==> src/verilog/ibi_pkg.sv <==
/*
 * Package for the instrument bus interface: bus line bundles, roles,
 * handshake states, the state record and timing counts.
 * Assumes a single 50 MHz clock and pins already synchronous to it.
 */
package ibi_pkg;

  // ****************************************************************
  // Timing
  // ****************************************************************
  localparam int CLK_MHZ      = 50;
  localparam int IFC_PULSE_US = 100;
  localparam int IFC_CYCLES   = IFC_PULSE_US * CLK_MHZ;
  localparam int SETTLE_NS    = 100;
  localparam int SETTLE_CYC   = (SETTLE_NS * CLK_MHZ + 999) / 1000;
  localparam int DATA_W       = 8;
  localparam int CTL_W        = 3;
  localparam int MGT_W        = 5;
  localparam int LINE_CNT     = DATA_W + CTL_W + MGT_W;

  // ****************************************************************
  // Types
  // ****************************************************************
  // Level of each bus line as seen on the wire, low means asserted
  typedef struct packed {
    logic [DATA_W-1:0] dio_l;
    logic              dav_l;
    logic              nrfd_l;
    logic              ndac_l;
    logic              atn_l;
    logic              ifc_l;
    logic              ren_l;
    logic              srq_l;
    logic              eoi_l;
  } ibi_bus_type;

  typedef enum logic [1:0] {
    ROLE_IDLE,
    ROLE_CTRL,
    ROLE_TALK,
    ROLE_LISTEN
  } ibi_role_type;

  typedef enum logic [2:0] {
    SRC_IDLE,
    SRC_WAIT_RDY,
    SRC_SETTLE,
    SRC_WAIT_ACC,
    SRC_RELEASE
  } ibi_src_type;

  typedef enum logic [1:0] {
    ACC_READY,
    ACC_TAKE,
    ACC_WAIT_DROP
  } ibi_acc_type;

  typedef struct packed {
    ibi_src_type       src;
    ibi_acc_type       acc;
    logic [15:0]       cnt;
    logic [DATA_W-1:0] tx_byte;
    logic              tx_eoi;
    logic              tx_cmd;
    logic [DATA_W-1:0] rx_byte;
    logic              rx_eoi;
    logic              rx_cmd;
    logic              rx_valid;
    logic              cic;
    logic              ifc_busy;
    logic              ren;
    logic              atn;
    logic              ppoll;
    logic              srq_seen;
  } ibi_state_type;

  localparam logic [15:0] CNT_ZERO = 16'h0000;

endpackage

==> src/verilog/ibi_core.sv <==
/*
 * Bus-side logic of an instrument bus port: controller, talker and
 * listener roles, three-wire interlocked byte handshake, management lines.
 * Assumes the cable transceivers sit outside; every bus pin is split into
 * input, output and output enable, and the inputs are synchronous to clk.
 */
`timescale 1ns/1ps

// Overview of operation
// - Sixteen signal lines: eight data, three handshake, five management.
// - Data lines carry commands and data; bit eight optional parity in 7-bit mode.
// - Every byte crosses by an asynchronous interlocked three-wire handshake.
// - Not-ready-for-data is driven by all during commands, Listeners during data.
// - Not-data-accepted is driven by all during commands, Listeners during data.
// - Data-valid asserts only with stable data; Controller for commands, Talker data.
// - Controller asserts attention for commands, releases it for Talker data.
// - System Controller pulses interface clear to reset the bus and take charge.
// - Only the System Controller drives remote enable.
// - Any device may request service; the controller in charge watches it. This port never pulls srq_l low.
// - Talker asserts end-or-identify with the last byte of a message.
// - Controller uses end-or-identify with attention to start a parallel poll.
// - One controller in charge; only the System Controller seizes control.
// - All lines are negative logic: low is true, high is false.
// - Controller addresses Talker and Listeners before data, unaddresses after.
// - Talk-only to listen-only operation works with no controller.
// - Port can be Controller, Talker or Listener.
module ibi_core #(
  parameter int IFC_CYCLES = ibi_pkg::IFC_CYCLES
) (
  input  wire logic                 clk,
  input  wire logic                 rst_n,
  // Port configuration
  input  wire logic                 sys_ctrl,
  input  wire ibi_pkg::ibi_role_type role,
  input  wire logic                 parity_en,
  // Controller requests
  input  wire logic                 ifc_req,
  input  wire logic                 ren_set,
  input  wire logic                 ren_clr,
  input  wire logic                 cic_pass,
  input  wire logic                 ppoll_req,
  // Transmit stream
  input  wire logic                 tx_valid,
  input  wire logic [7:0]           tx_data,
  input  wire logic                 tx_last,
  input  wire logic                 tx_cmd,
  output logic                      tx_ready,
  // Receive stream
  output logic                      rx_valid,
  output logic [7:0]                rx_data,
  output logic                      rx_end,
  output logic                      rx_cmd,
  input  wire logic                 rx_ready,
  // Status
  output logic                      cic,
  output logic                      srq_pending,
  output logic                      ren_active,
  output logic                      parity_ok,
  // Bus pins, levels as on the wire
  input  wire ibi_pkg::ibi_bus_type bus_i,
  output ibi_pkg::ibi_bus_type      bus_o,
  output ibi_pkg::ibi_bus_type      bus_oe
);

  // ****************************************************************
  // State
  // ****************************************************************
  ibi_pkg::ibi_state_type st_r;
  ibi_pkg::ibi_state_type st_nxt;

  logic atn_on;
  logic dav_on;
  logic nrfd_on;
  logic ndac_on;
  logic eoi_on;
  logic ifc_on;
  logic srq_on;
  logic acceptor;
  logic sourcing;

  // Negative logic: a low wire level is the true state
  function automatic logic asserted(input logic lvl);
    return ~lvl;
  endfunction

  always_comb begin
    atn_on  = asserted(bus_i.atn_l);
    dav_on  = asserted(bus_i.dav_l);
    nrfd_on = asserted(bus_i.nrfd_l);
    ndac_on = asserted(bus_i.ndac_l);
    eoi_on  = asserted(bus_i.eoi_l);
    ifc_on  = asserted(bus_i.ifc_l);
    srq_on  = asserted(bus_i.srq_l);
  end

  // Under attention every device accepts; else only a listener
  assign acceptor = atn_on || (role == ibi_pkg::ROLE_LISTEN);
  // Commands only from the controller in charge; data from the talker
  assign sourcing = st_r.tx_cmd ? st_r.cic : (role == ibi_pkg::ROLE_TALK);

  // ****************************************************************
  // Next state
  // ****************************************************************
  always_comb begin
    st_nxt = st_r;

    // Interface clear: only a system controller pulses it
    if (st_r.ifc_busy) begin
      if (st_r.cnt == 16'(IFC_CYCLES - 1)) begin
        st_nxt.ifc_busy = 1'b0;
        st_nxt.cnt      = ibi_pkg::CNT_ZERO;
        st_nxt.cic      = 1'b1;
      end else begin
        st_nxt.cnt = st_r.cnt + 16'h0001;
      end
    end else if (ifc_req && sys_ctrl && st_r.src == ibi_pkg::SRC_IDLE && !tx_valid) begin
      // Counter is shared with the settle delay, so clear starts only while idle
      st_nxt.ifc_busy = 1'b1;
      st_nxt.cnt      = ibi_pkg::CNT_ZERO;
    end

    // Another controller's clear takes charge away from us
    if (ifc_on && !st_r.ifc_busy) begin
      st_nxt.cic = 1'b0;
    end
    if (cic_pass && st_r.cic && st_r.src == ibi_pkg::SRC_IDLE) begin
      st_nxt.cic = 1'b0;
      st_nxt.atn = 1'b0;
    end

    if (ren_set && sys_ctrl) begin
      st_nxt.ren = 1'b1;
    end else if (ren_clr || !sys_ctrl) begin
      st_nxt.ren = 1'b0;
    end

    st_nxt.ppoll    = ppoll_req && st_r.cic && st_r.src == ibi_pkg::SRC_IDLE;
    st_nxt.srq_seen = st_r.cic && srq_on;

    // Source side of the handshake
    unique case (st_r.src)
      ibi_pkg::SRC_IDLE: begin
        if (tx_valid && !st_r.ifc_busy) begin
          st_nxt.tx_byte = tx_data;
          st_nxt.tx_eoi  = tx_last && !tx_cmd;
          st_nxt.tx_cmd  = tx_cmd;
          st_nxt.atn     = tx_cmd && st_r.cic;
          st_nxt.src     = ibi_pkg::SRC_WAIT_RDY;
        end
      end
      ibi_pkg::SRC_WAIT_RDY: begin
        if (!sourcing) begin
          st_nxt.src = ibi_pkg::SRC_IDLE;
        end else if (!nrfd_on) begin
          st_nxt.src = ibi_pkg::SRC_SETTLE;
          st_nxt.cnt = ibi_pkg::CNT_ZERO;
        end
      end
      ibi_pkg::SRC_SETTLE: begin
        if (st_r.cnt == 16'(ibi_pkg::SETTLE_CYC - 1)) begin
          st_nxt.src = ibi_pkg::SRC_WAIT_ACC;
          st_nxt.cnt = ibi_pkg::CNT_ZERO;
        end else begin
          st_nxt.cnt = st_r.cnt + 16'h0001;
        end
      end
      ibi_pkg::SRC_WAIT_ACC: begin
        if (!ndac_on) begin
          st_nxt.src = ibi_pkg::SRC_RELEASE;
        end
      end
      ibi_pkg::SRC_RELEASE: begin
        st_nxt.src = ibi_pkg::SRC_IDLE;
      end
      default: begin
        st_nxt.src = ibi_pkg::SRC_IDLE;
      end
    endcase

    // Acceptor side of the handshake
    if (st_r.rx_valid && rx_ready) begin
      st_nxt.rx_valid = 1'b0;
    end
    unique case (st_r.acc)
      ibi_pkg::ACC_READY: begin
        if (acceptor && dav_on && !st_r.rx_valid) begin
          st_nxt.rx_byte  = bus_i.dio_l ^ 8'hFF;
          st_nxt.rx_eoi   = eoi_on && !atn_on;
          st_nxt.rx_cmd   = atn_on;
          st_nxt.rx_valid = 1'b1;
          st_nxt.acc      = ibi_pkg::ACC_TAKE;
        end
      end
      ibi_pkg::ACC_TAKE: begin
        st_nxt.acc = ibi_pkg::ACC_WAIT_DROP;
      end
      ibi_pkg::ACC_WAIT_DROP: begin
        if (!dav_on) begin
          st_nxt.acc = ibi_pkg::ACC_READY;
        end
      end
      default: begin
        st_nxt.acc = ibi_pkg::ACC_READY;
      end
    endcase
    if (!acceptor && st_r.acc == ibi_pkg::ACC_WAIT_DROP && !dav_on) begin
      st_nxt.acc = ibi_pkg::ACC_READY;
    end

    // Drop attention between frames so a talker may send
    if (st_r.src == ibi_pkg::SRC_IDLE && !tx_valid && !(tx_cmd && st_r.cic)) begin
      st_nxt.atn = st_r.atn && st_r.cic && tx_cmd;
    end
  end

  always_ff @(posedge clk or negedge rst_n) begin
    if (!rst_n) begin
      st_r <= '0;
    end else begin
      st_r <= st_nxt;
    end
  end

  // ****************************************************************
  // Pin drive, open collector style: enable only to pull low
  // ****************************************************************
  logic drive_data;
  logic not_ready;
  logic not_accepted;

  assign drive_data   = st_r.src == ibi_pkg::SRC_SETTLE || st_r.src == ibi_pkg::SRC_WAIT_ACC;
  assign not_ready    = acceptor && (st_r.acc != ibi_pkg::ACC_READY || st_r.rx_valid);
  assign not_accepted = acceptor && st_r.acc != ibi_pkg::ACC_TAKE
                        && st_r.acc != ibi_pkg::ACC_WAIT_DROP;

  always_comb begin
    bus_o        = '0;
    bus_oe       = '0;
    bus_oe.dio_l = drive_data ? st_r.tx_byte : 8'h00;
    bus_oe.dav_l = st_r.src == ibi_pkg::SRC_WAIT_ACC;
    bus_oe.nrfd_l = not_ready;
    bus_oe.ndac_l = not_accepted;
    bus_oe.atn_l = st_r.atn || st_r.ppoll;
    bus_oe.eoi_l = (drive_data && st_r.tx_eoi) || st_r.ppoll;
    bus_oe.ifc_l = st_r.ifc_busy;
    bus_oe.ren_l = st_r.ren;
    bus_oe.srq_l = 1'b0;
  end

  // ****************************************************************
  // User side
  // ****************************************************************
  assign tx_ready    = st_r.src == ibi_pkg::SRC_IDLE && !st_r.ifc_busy;
  assign rx_valid    = st_r.rx_valid;
  // Parity bit passes through; caller may mask it in 7-bit mode
  assign rx_data     = st_r.rx_byte;
  assign rx_end      = st_r.rx_eoi;
  assign rx_cmd      = st_r.rx_cmd;
  assign cic         = st_r.cic;
  assign srq_pending = st_r.srq_seen;
  assign ren_active  = st_r.ren;
  assign parity_ok   = !parity_en || !(^st_r.rx_byte);
endmodule

==> config.mk <==
export PLATFORM = sky130hd
export DESIGN_NAME = ibi_core
export DESIGN_NICKNAME = d
export VERILOG_FILES = /design/src/verilog/ibi_pkg.sv /design/src/verilog/ibi_core.sv
export SDC_FILE = /design/constraint.sdc
export NUM_CORES = 1
export LEC_CHECK = 0
export BUFFER_PORTS_ARGS = -buffer_cell sky130_fd_sc_hd__clkbuf_2
export CORE_MARGIN = 8
export CORE_UTILIZATION = 40
export CTS_BUF_LIST = sky130_fd_sc_hd__clkbuf_2 sky130_fd_sc_hd__clkbuf_4 sky130_fd_sc_hd__clkbuf_8
export CTS_CLUSTER_DIAMETER = 40
export DETAILED_ROUTE_END_ITERATION = 10
export GPL_ROUTABILITY_DRIVEN = 0
export PLACE_DENSITY = 0.71
export SLEW_MARGIN = 15
export SYNTH_ARGS = -nofsm -noshare
export SYNTH_HDL_FRONTEND = slang
export SYNTH_SLANG_ARGS = --single-unit
export TNS_END_PERCENT = 100
==> constraint.sdc <==
create_clock -name clk -period 2.4 [get_ports clk]
set_input_delay 0.48 -clock clk [delete_from_list [all_inputs] [get_ports clk]]
set_output_delay 0.48 -clock clk [all_outputs]
set_load 0.01 [all_outputs]
==> parameters.txt, run 1 <==
Parameter                              Value

Clock tree
  Number of levels in the clock H-tree    2
  Clock latency reported for the late side of the worst-skew pair    300 ps
  Clock edge transition at the registers on the reported setup and hold paths    about 100 ps
  Total of cells resized after clock tree synthesis    0
  # hold bufs at CTS    0
  CTS root buffer    sky130_fd_sc_hd__clkbuf_8
  Buffers inserted by post-CTS timing repair    0
  Sinks on Clock Net    between 40 and 50
  Clock buffers created by TritonCTS    5
  Maximum buffer depth of the clock tree    2
  Clock tree from TritonCTS    yes

Power
  Seq pwr share    0.400
  Static Leak    ~0.0015 uW
  Cell internal power dissipation    between 1500 and 2000 uW
  Max VDD drop    around 0.33 mV
  Switching power    approximately 1200 uW
  Total power    approximately 3200 uW
  Power per cell area    roughly 990 nW/um^2
  Combinational Power Share    0.409
  Sw Share    0.3718
  Share of total power in the clock network    0.192

Synth
  Count of yosys warnings during synthesis    0
  Register area share after synthesis    0.4388
  Most area-consuming cells after synthesis    sky130_fd_sc_hd__dfrtp_1 44%, sky130_fd_sc_hd__buf_4 8.2%, sky130_fd_sc_hd__nand2_1 5.3%
  Register bit count reported by yosys    between 40 and 50
  Most used flip-flop cell after synthesis    sky130_fd_sc_hd__dfrtp_1
  Leading post-synthesis cells by instance count    48 x sky130_fd_sc_hd__dfrtp_1, 39 x sky130_fd_sc_hd__nand2_1, 30 x sky130_fd_sc_hd__buf_4, 27 x sky130_fd_sc_hd__o21ai_0, 13 x sky130_fd_sc_hd__nor2_1
  EDFF count, synth    0
  Gate Count Post-Synth    approximately 290
  Mapped cell area    ~2700 um^2
  Top-count cell post-synth    sky130_fd_sc_hd__dfrtp_1
  Largest area contributor in the synthesized netlist    sky130_fd_sc_hd__dfrtp_1
  Fraction of synthesis flops using an asynchronous set or reset pin    1.000
  Avg Cell Area, Syn    between 9 and 10 um^2
  Number of distinct library cells after synthesis    52
  Share of Yosys cell area claimed by the top area cell type    0.4388

STA
  RSZ-0062 raised after global routing    false
  Final Hold Fails    0
  Normalized max-slew margin    0.4559
  Final setup fails    0
  Total negative slack for setup checks    0 ps
  Crit share post-route    0.9132
  Upper clock frequency limit    approximately 0.46 GHz
  Clock skew after layout    7.035 ps
  Slew at the pin closest to its max-slew limit    slightly above 800 ps
  Max Slew Vio Count    0
  Tmin final    about 2200 ps

Die
  FP Rows    30
  # IOs    87
  Width of the chip    roughly 99 um
  Effective utilization at floorplan    0.4074
  Die outline height    98.73 um
  Core region area    6719 um^2
  Total Die Area    9748 um^2

Setup path
  Required time worst endpoint    about 2600 ps
  Register-to-Register Setup Slack    around 210 ps
  Critical path start-end classification    flop to flop
  Arrival time worst endpoint    2360 ps
  Crit-path slowest cell    sky130_fd_sc_hd__dfrtp_1
  Worst-path fanout max    15
  Slowest Stage Delay on Critical Path    450 ps
  CP Capture Type    flop
  Chain of cells forming the critical path    nor4_1, nand4_1, nor4bb_4, buf_4, nor3_1, o22ai_1
  Startpoint class of the critical path    flop

Drt
  Via/cell ratio    between 5 and 6
  Initial detailed-routing violation count    around 100
  Final routed wirelength across all metal layers    6.273 mm
  Total number of vias    approximately 2200
  Drt pass-1 iters    5
  Number of nets with antenna violations after detailed routing    0
  Wire per inst    ~15 um
  Number of DRC violations after detailed routing    0

Global routing
  GRT Total Usage    0.1321
  Global-route congestion overflow total    0
  Antenna violations before repair    0
  Number of global-route vias before repair    ~2200
  First-pass GRT wire length    ~11 mm
  Pin count of the biggest net entering global routing    33

Cells and area
  Count of non-filler cells in the finished layout    about 430
  Number of fill cells in the layout    approximately 660
  Total Nets Final    between 300 and 400
  Final Core Density    0.4721
  Multi-input gate area in the final layout    approximately 1300 um^2
  Area occupied by registers    ~1200 um^2
  Area growth, synth to finish    15.86%
  Share of cells above drive strength 1    0.3134
  Number of diodes    0

Worst hold path
  Worst min-delay path class    input pin to asynchronous set/reset pin

Placed design
  Number of placed cells counting well taps    around 420
  Quantity of I/O buffers inserted on ports    a little under 70
  DP HPWL    between 4 and 5 mm

Run
  Max-cap check violation count    0

Status
  Outcome    completed
stage by stage:
| stage | hold slack, ps | cell area (um^2) | setup slack, ps |
|---|---|---|---|
| floorplan | 184.4 | 2798 | 453.8 |
| global placement | 466.0 | 3057 | 160.7 |
| detailed placement | 484.2 | 3057 | 132.3 |
| CTS | 284.1 | 3172 | 224.0 |
| global route | 302.6 | 3172 | 43.60 |
| finish | 254.9 | 3172 | 208.3 |
flip-flops by register name (all words and copies together), names as in the netlist:
| name | cells |
|---|---|
| rx_end | 1 |
| rx_cmd | 1 |
| bus_oe | 1 |
| st_r | 33 |
| rx_valid | 1 |
| ren_active | 1 |
| srq_pending | 1 |
| cic | 1 |
| rx_data | 8 |
final timing paths:
kind                               start           to  cells after the start
worst max register to register  st_r[37]     st_r[30]                      6
min in group clk                bus_i[1]  srq_pending                      2
worst min register to register    rx_end       rx_end                      2
worst min-delay path               rst_n     st_r[35]                      1
max in group asynchronous          rst_n      st_r[2]                      2
worst max-delay path            st_r[37]     st_r[30]                      6
cell usage in the layout, fill, tap and decap left out, types with 2 or more instances in the layout:
cell,netlist,final
sky130_fd_sc_hd__clkbuf_2,0,68
sky130_fd_sc_hd__dfrtp_1,48,48
sky130_fd_sc_hd__nand2_1,39,39
sky130_fd_sc_hd__o21ai_0,27,27
sky130_fd_sc_hd__conb_1,1,17
sky130_fd_sc_hd__nor2_1,13,13
sky130_fd_sc_hd__mux2_2,12,12
sky130_fd_sc_hd__and2_1,11,11
sky130_fd_sc_hd__buf_4,30,11
sky130_fd_sc_hd__o211ai_1,9,9
sky130_fd_sc_hd__nand4_1,7,7
sky130_fd_sc_hd__nand3_1,7,7
sky130_fd_sc_hd__xnor2_1,7,7
sky130_fd_sc_hd__inv_1,6,6
sky130_fd_sc_hd__nor2b_1,5,5
sky130_fd_sc_hd__and3_1,5,5
sky130_fd_sc_hd__clkbuf_8,0,5
sky130_fd_sc_hd__nor4_1,4,4
sky130_fd_sc_hd__nand2b_1,4,4
sky130_fd_sc_hd__o22ai_1,3,3
sky130_fd_sc_hd__or2_2,3,3
sky130_fd_sc_hd__or3_1,3,3
sky130_fd_sc_hd__nor3_1,2,2
sky130_fd_sc_hd__a21o_1,2,2
sky130_fd_sc_hd__xor2_1,2,2
sky130_fd_sc_hd__ha_1,2,2
cells by family (layout without fill, tap and decap cells):
family / count (synthesis) / after routing / synth area share
AOI/OAI and AO/OA: 54 / 54 / 0.1293
xor gates and xnor gates: 9 / 9 / 0.02880
adders and majority gates: 2 / 2 / 0.009139
buffers and inverters: 45 / 93 / 0.1047
DFF: 48 / 48 / 0.4388
muxes: 12 / 12 / 0.04936
other: 1 / 17 / 0.001370
and+or+nand+nor: 116 / 116 / 0.2386
critical path, delay by kind of cell, from the launching register on:
family / cells / cell delay (ps)
flip-flops: 1 / 450
AND/OR/NAND/NOR: 4 / 1260
buffers and inverters: 1 / 200
AO/OA/AOI/OAI: 1 / 140
per-layer routing:
layer | track usage | routed length, um
met1 | 0.1618 | 2871
met2 | 0.2145 | 2891
met3 | 0.04440 | 441
met4 | 0.03896 | 68
met5 | 0 | 0
power by group through the flow:
stage	Clock (uW)	Combinational [uW]	Sequential, uW
after floorplan	0	1000	1230
after global placement	0	1260	1260
after detailed placement	0	1290	1280
after CTS	629	1300	1260
after global routing	660	1430	1300
final	604	1290	1260
area by class of cell:
type,instances,area share
clock buffers,5,0.02170
clock inverters,3,0.01460
inverters,6,0.007101
multi-input cells,210,0.4130
flip-flops and latches,48,0.3787
well taps,80,0.03156
repair buffers,79,0.1333
Power figures use the tool's default switching activity.
==> run 2: changes to the inputs <==
--- a/config.mk
+++ b/config.mk
@@ -9,8 +9,7 @@
 export CORE_MARGIN = 8
 export CORE_UTILIZATION = 40
-export CTS_BUF_LIST = sky130_fd_sc_hd__clkbuf_2 sky130_fd_sc_hd__clkbuf_4 sky130_fd_sc_hd__clkbuf_8
+export CTS_BUF_LIST = sky130_fd_sc_hd__clkbuf_4 sky130_fd_sc_hd__clkbuf_8 sky130_fd_sc_hd__clkbuf_16
 export CTS_CLUSTER_DIAMETER = 40
 export DETAILED_ROUTE_END_ITERATION = 10
-export GPL_ROUTABILITY_DRIVEN = 0
 export PLACE_DENSITY = 0.71
 export SLEW_MARGIN = 15
==> constraint.sdc (replaced) <==
create_clock -name clk -period 2.4 [get_ports clk]
set_input_delay 0.24 -clock clk [delete_from_list [all_inputs] [get_ports clk]]
set_output_delay 0.24 -clock clk [all_outputs]
set_load 0.01 [all_outputs]
==> run 2 against run 1 <==
Against the previous run:
- first-iteration DRC count increased by 4.8%
- via count shrank 0.91%
- clock power increased by 16%
- critical path depth up 1
- hold slack worse by 180 ps
- final area increased by 0.32%
- maximum frequency rose by 1.9%
- largest power group is now registers
==> parameters.txt, run 2 (synthesis results as in run 1) <==
Parameter                              Value

Status
  Outcome    completed

Setup path
  Worst-path fanout max    15
  Required time worst endpoint    2570 ps
  Critical path start-end classification    flop to flop
  Depth of the worst register-to-register path    7
  Register-to-Register Setup Slack    about 250 ps
  Arrival time worst endpoint    2320 ps
  CP Capture Type    flop
  Startpoint class of the critical path    flop

Global routing
  Pin count of the biggest net entering global routing    26
  Number of global-route vias before repair    about 2200
  First-pass GRT wire length    approximately 10 mm
  Global-route congestion overflow total    0
  GRT Total Usage    0.1243
  Antenna violations before repair    0

Drt
  Number of nets with antenna violations after detailed routing    0
  Total number of vias    between 2000 and 2500
  Number of DRC violations after detailed routing    0
  Wire per inst    roughly 14 um
  Drt pass-1 iters    4
  Via/cell ratio    5.098
  Initial detailed-routing violation count    109
  Final routed wirelength across all metal layers    around 6.1 mm

Die
  Width of the chip    98.73 um
  Die outline height    between 90 and 100 um
  # IOs    87
  Effective utilization at floorplan    0.4074
  FP Rows    30
  Total Die Area    9748 um^2
  Core region area    6719 um^2

Clock tree
  Clock latency reported for the late side of the worst-skew pair    310 ps
  Clock tree from TritonCTS    yes
  Clock buffers created by TritonCTS    5
  Sinks on Clock Net    48
  Maximum buffer depth of the clock tree    2
  Total of cells resized after clock tree synthesis    0
  CTS root buffer    sky130_fd_sc_hd__clkbuf_8
  Number of levels in the clock H-tree    2
  Buffers inserted by post-CTS timing repair    0
  Clock edge transition at the registers on the reported setup and hold paths    ~90 ps
  # hold bufs at CTS    1

Cells and area
  Flip-flop count of the largest register after layout    33
  Commonest non-fill, non-tap cells in the layout    68 x sky130_fd_sc_hd__clkbuf_2, 48 x sky130_fd_sc_hd__dfrtp_1, 39 x sky130_fd_sc_hd__nand2_1, 27 x sky130_fd_sc_hd__o21ai_0, 17 x sky130_fd_sc_hd__conb_1
  Share of cells above drive strength 1    0.3066
  Most frequent standard cell in the layout excluding fill and tap cells    sky130_fd_sc_hd__clkbuf_2
  Area growth, synth to finish    16.22%
  Number of diodes    0
  Register with the most flip-flops    st_r
  Total Nets Final    between 300 and 400
  Non-Filler Cell Area, Final    between 3000 and 4000 um^2

STA
  Final setup fails    0
  Upper clock frequency limit    around 0.46 GHz
  Clock skew after layout    12.44 ps
  Tmin final    2151 ps
  Slew at the pin closest to its max-slew limit    ~680 ps
  Total negative slack for setup checks    0 ps
  RSZ-0062 raised after global routing    false
  Crit share post-route    0.8964
  Final Hold Fails    0
  Normalized max-slew margin    0.5495
  Max Slew Vio Count    0

Worst hold path
  Hold Path Depth    2
  Worst min-delay path class    input pin to flop

Placed design
  DP HPWL    ~4.7 mm
  Gpl congestion    about 0.8
  Quantity of I/O buffers inserted on ports    slightly below 70
  Total cell area at the placement stage    slightly above 3000 um^2

Power
  Static Leak    between 0.0015 and 0.002 uW
  Power per cell area    slightly above 1000 nW/um^2
  Max VDD drop    0.3850 mV

Run
  Max-cap check violation count    0
## run 2: cell count changes in the layout (fill, tap and decap cells not counted), sizes merged
cell,previous run,this run
dlygate4sd3,0,1
bufinv,1,2
buf,11,8
clkinvlp,1,0
## run 2: final cells by class
type / instances / area [um^2]
clock buffer: 5 / 68.82
clock inverter: 3 / 68.82
fill: 657 / 3537
inverter: 6 / 22.52
multi-input combinational: 210 / 1310
sequential: 48 / 1201
tap: 80 / 100.1
timing repair buffer: 77 / 410.4
## run 2: layer usage
metal / routed length, um / up-vias / track usage
li1: - / 1076 / -
met1: 2677 / 1027 / 0.1412
met2: 2887 / 78 / 0.2166
met3: 457 / 6 / 0.04158
met4: 49 / 0 / 0.03424
met5: 0 / - / 0
## run 2: through the flow
stage | worst slack (ps) | hold slack, ps | util | total power (uW) | cells
after floorplan | 565.2 | -55.59 | - | 2232 | 303
after global routing | 91.01 | 71.82 | 0.4736 | 3456 | 429
final | 248.6 | 78.72 | 0.4736 | 3209 | 429
after CTS | 240.5 | 68.76 | 0.4736 | 3252 | 429
after global placement | 315.1 | 305.2 | 0.4516 | 2500 | 420
after detailed placement | 280.1 | 316.5 | 0.4516 | 2543 | 420
## run 2: final timing paths
kind,end,start
min in group asynchronous,st_r[17],rst_n
worst max register to register,st_r[30],st_r[28]
max in group asynchronous,st_r[32],rst_n
worst max-delay path,st_r[30],st_r[28]
worst min register to register,st_r[18],st_r[18]
worst min-delay path,srq_pending,bus_i[1]
## run 2: where the power goes
part	total [uW]	internal, uW	switching [uW]	leakage, uW
Sequential	1260	1050	211	0.000619
Combinational	1250	600	651	0.000845
Clock	701	419	281	0.0000687
Total	3210	2070	1140	0.00153
## run 2: critical path, cell delays in order (launching register included)
cell	delay, ps
sky130_fd_sc_hd__dfrtp_1	420
sky130_fd_sc_hd__ha_1	300
sky130_fd_sc_hd__and3_1	190
sky130_fd_sc_hd__nand4_1	140
sky130_fd_sc_hd__nor4bb_4	220
sky130_fd_sc_hd__buf_4	200
sky130_fd_sc_hd__nor3_1	410
sky130_fd_sc_hd__o22ai_1	130
==> run 3: changes to the inputs <==
Settings changed: RECOVER_POWER from default to 100.
==> run 3 against run 2 <==
Against the previous run:
- sequential share of layout area up 0.73 points
- first-iteration DRC count down 31%
- clock skew about the same
- core utilization down 0.89 points
- final cell count unchanged
- maximum frequency up 1.4%
- count of clock-buffer cells in the layout unchanged
- non-clock buffer count unchanged
==> parameters.txt, run 3 (synthesis results as in run 1) <==
Parameter                              Value

Global routing
  Number of global-route vias before repair    about 2200
  Global-route congestion overflow total    0
  Pin count of the biggest net entering global routing    26
  First-pass GRT wire length    ~10 mm
  GRT Total Usage    0.1243
  Antenna violations before repair    0

Drt
  Number of DRC violations after detailed routing    0
  Wire per inst    14.22 um
  Initial detailed-routing violation count    75
  Drt pass-1 iters    4
  Final routed wirelength across all metal layers    about 6.1 mm
  Via/cell ratio    5.138
  Number of nets with antenna violations after detailed routing    0
  Total number of vias    2204

Setup path
  Chain of cells forming the critical path    ha_1, and3_1, nand4_1, nor4bb_1, buf_4, nor3_1, o21ai_0
  Depth of the worst register-to-register path    7
  Cell count along the critical path    7
  Kind of cell adding the most delay to the critical path    simple AND/OR/NAND/NOR gates
  Critical path start-end classification    flop to flop
  Startpoint class of the critical path    flop
  Buffers & Inverters on Critical Path    1
  Arrival time worst endpoint    ~2300 ps
  Worst-path fanout max    15
  Required time worst endpoint    ~2600 ps
  Slowest Stage Delay on Critical Path    between 400 and 500 ps
  CP Capture Type    flop
  Crit-path slowest cell    sky130_fd_sc_hd__dfrtp_1

Die
  Die outline height    just under 100 um
  # IOs    between 80 and 90
  Width of the chip    between 90 and 100 um
  Effective utilization at floorplan    0.4074
  Core region area    about 6700 um^2
  Total Die Area    ~10000 um^2
  FP Rows    30

Clock tree
  Maximum buffer depth of the clock tree    2
  Clock buffers created by TritonCTS    5
  Number of levels in the clock H-tree    2
  Clock latency reported for the late side of the worst-skew pair    around 300 ps
  Clock tree from TritonCTS    yes
  Buffers inserted by post-CTS timing repair    0
  # hold bufs at CTS    1
  Sinks on Clock Net    48
  Total of cells resized after clock tree synthesis    0
  CTS root buffer    sky130_fd_sc_hd__clkbuf_8
  Clock edge transition at the registers on the reported setup and hold paths    around 90 ps

Cells and area
  Register with the most flip-flops    st_r
  Commonest non-fill, non-tap cells in the layout    48 x sky130_fd_sc_hd__dfrtp_1, 41 x sky130_fd_sc_hd__clkbuf_2, 39 x sky130_fd_sc_hd__nand2_1, 30 x sky130_fd_sc_hd__clkbuf_1, 28 x sky130_fd_sc_hd__o21ai_0
  Area growth, synth to finish    14.03%
  Share of cells above drive strength 1    0.2178
  Flip-flop count of the largest register after layout    33
  Most frequent standard cell in the layout excluding fill and tap cells    sky130_fd_sc_hd__dfrtp_1
  Number of diodes    0
  Final Core Density    0.4646
  Total Nets Final    around 390
  Area occupied by registers    between 1000 and 1500 um^2
  Multi-input gate area in the final layout    between 1000 and 1500 um^2
  Number of fill cells in the layout    ~670

STA
  Tmin final    around 2100 ps
  Clock skew after layout    ~12 ps
  Final setup fails    0
  Final Hold Fails    0
  Max Slew Vio Count    0
  Upper clock frequency limit    0.4714 GHz
  Total negative slack for setup checks    0 ps
  RSZ-0062 raised after global routing    false
  Normalized max-slew margin    0.02724
  Crit share post-route    0.8839
  Slew at the pin closest to its max-slew limit    between 1000 and 1500 ps

Placed design
  Quantity of I/O buffers inserted on ports    approximately 70
  Gpl congestion    0.8198
  DP HPWL    4.711 mm

Status
  Outcome    completed

Power
  Max VDD drop    around 0.38 mV
  Power per cell area    around 1000 nW/um^2
  Static Leak    about 0.0014 uW

Run
  Max-cap check violation count    0

Worst hold path
  Worst min-delay path class    input pin to flop
  Hold Path Depth    2
-- run 3: cell count changes in the layout (fill, tap and decap cells not counted), sizes merged --
cell	delta
clkbuf	+3
buf	-3
-- run 3: layout make-up --
class                           instances  area share
Sequential cell                        48      0.3848
Multi-Input combinational cell        210      0.4148
Inverter                                6    0.007214
Tap cell                               80     0.03206
Timing Repair Buffer                   77      0.1170
Clock inverter                          3     0.02204
Clock buffer                            5     0.02204
-- run 3: worst paths after layout --
check,start,end,slack [ps]
max in group asynchronous,rst_n,st_r[32],550
min in group asynchronous,rst_n,st_r[17],810
hold / removal,bus_i[1],srq_pending,80
hold reg to reg,st_r[18],st_r[18],500
setup / recovery,st_r[28],st_r[36],280
setup reg to reg,st_r[28],st_r[36],280
-- run 3: stage by stage --
stage                     instances  setup slack (ps)  area (um^2)  power [uW]  hold WS [ps]
after CTS                       429             240.5         3182        3252         68.76
after global routing            429             104.0         3122        3393         71.82
final                           429             278.6         3122        3148         79.75
after detailed placement        420             280.1         3034        2543         316.5
after floorplan                 303             565.2         2798        2232        -55.59
after global placement          420             315.1         3034        2500         305.2
-- run 3: per-layer routing --
layer	global-route usage	wire, um	share of wire
met5	0	0	0
met4	0.03424	49	0.0080
met3	0.04158	467	0.077
met2	0.2166	2897	0.47
met1	0.1412	2684	0.44
-- run 3: report_power, final --
part	switching (uW)	total (uW)	internal, uW
sequential	212	1260	1050
combinational	652	1190	537
clock	281	701	419
total	1150	3150	2000
-- run 3: worst register-to-register path, stage by stage (launching register included) --
cell,delay [ps]
sky130_fd_sc_hd__dfrtp_1,420
sky130_fd_sc_hd__ha_1,290
sky130_fd_sc_hd__and3_1,190
sky130_fd_sc_hd__nand4_1,140
sky130_fd_sc_hd__nor4bb_1,190
sky130_fd_sc_hd__buf_4,200
sky130_fd_sc_hd__nor3_1,400
sky130_fd_sc_hd__o21ai_0,160
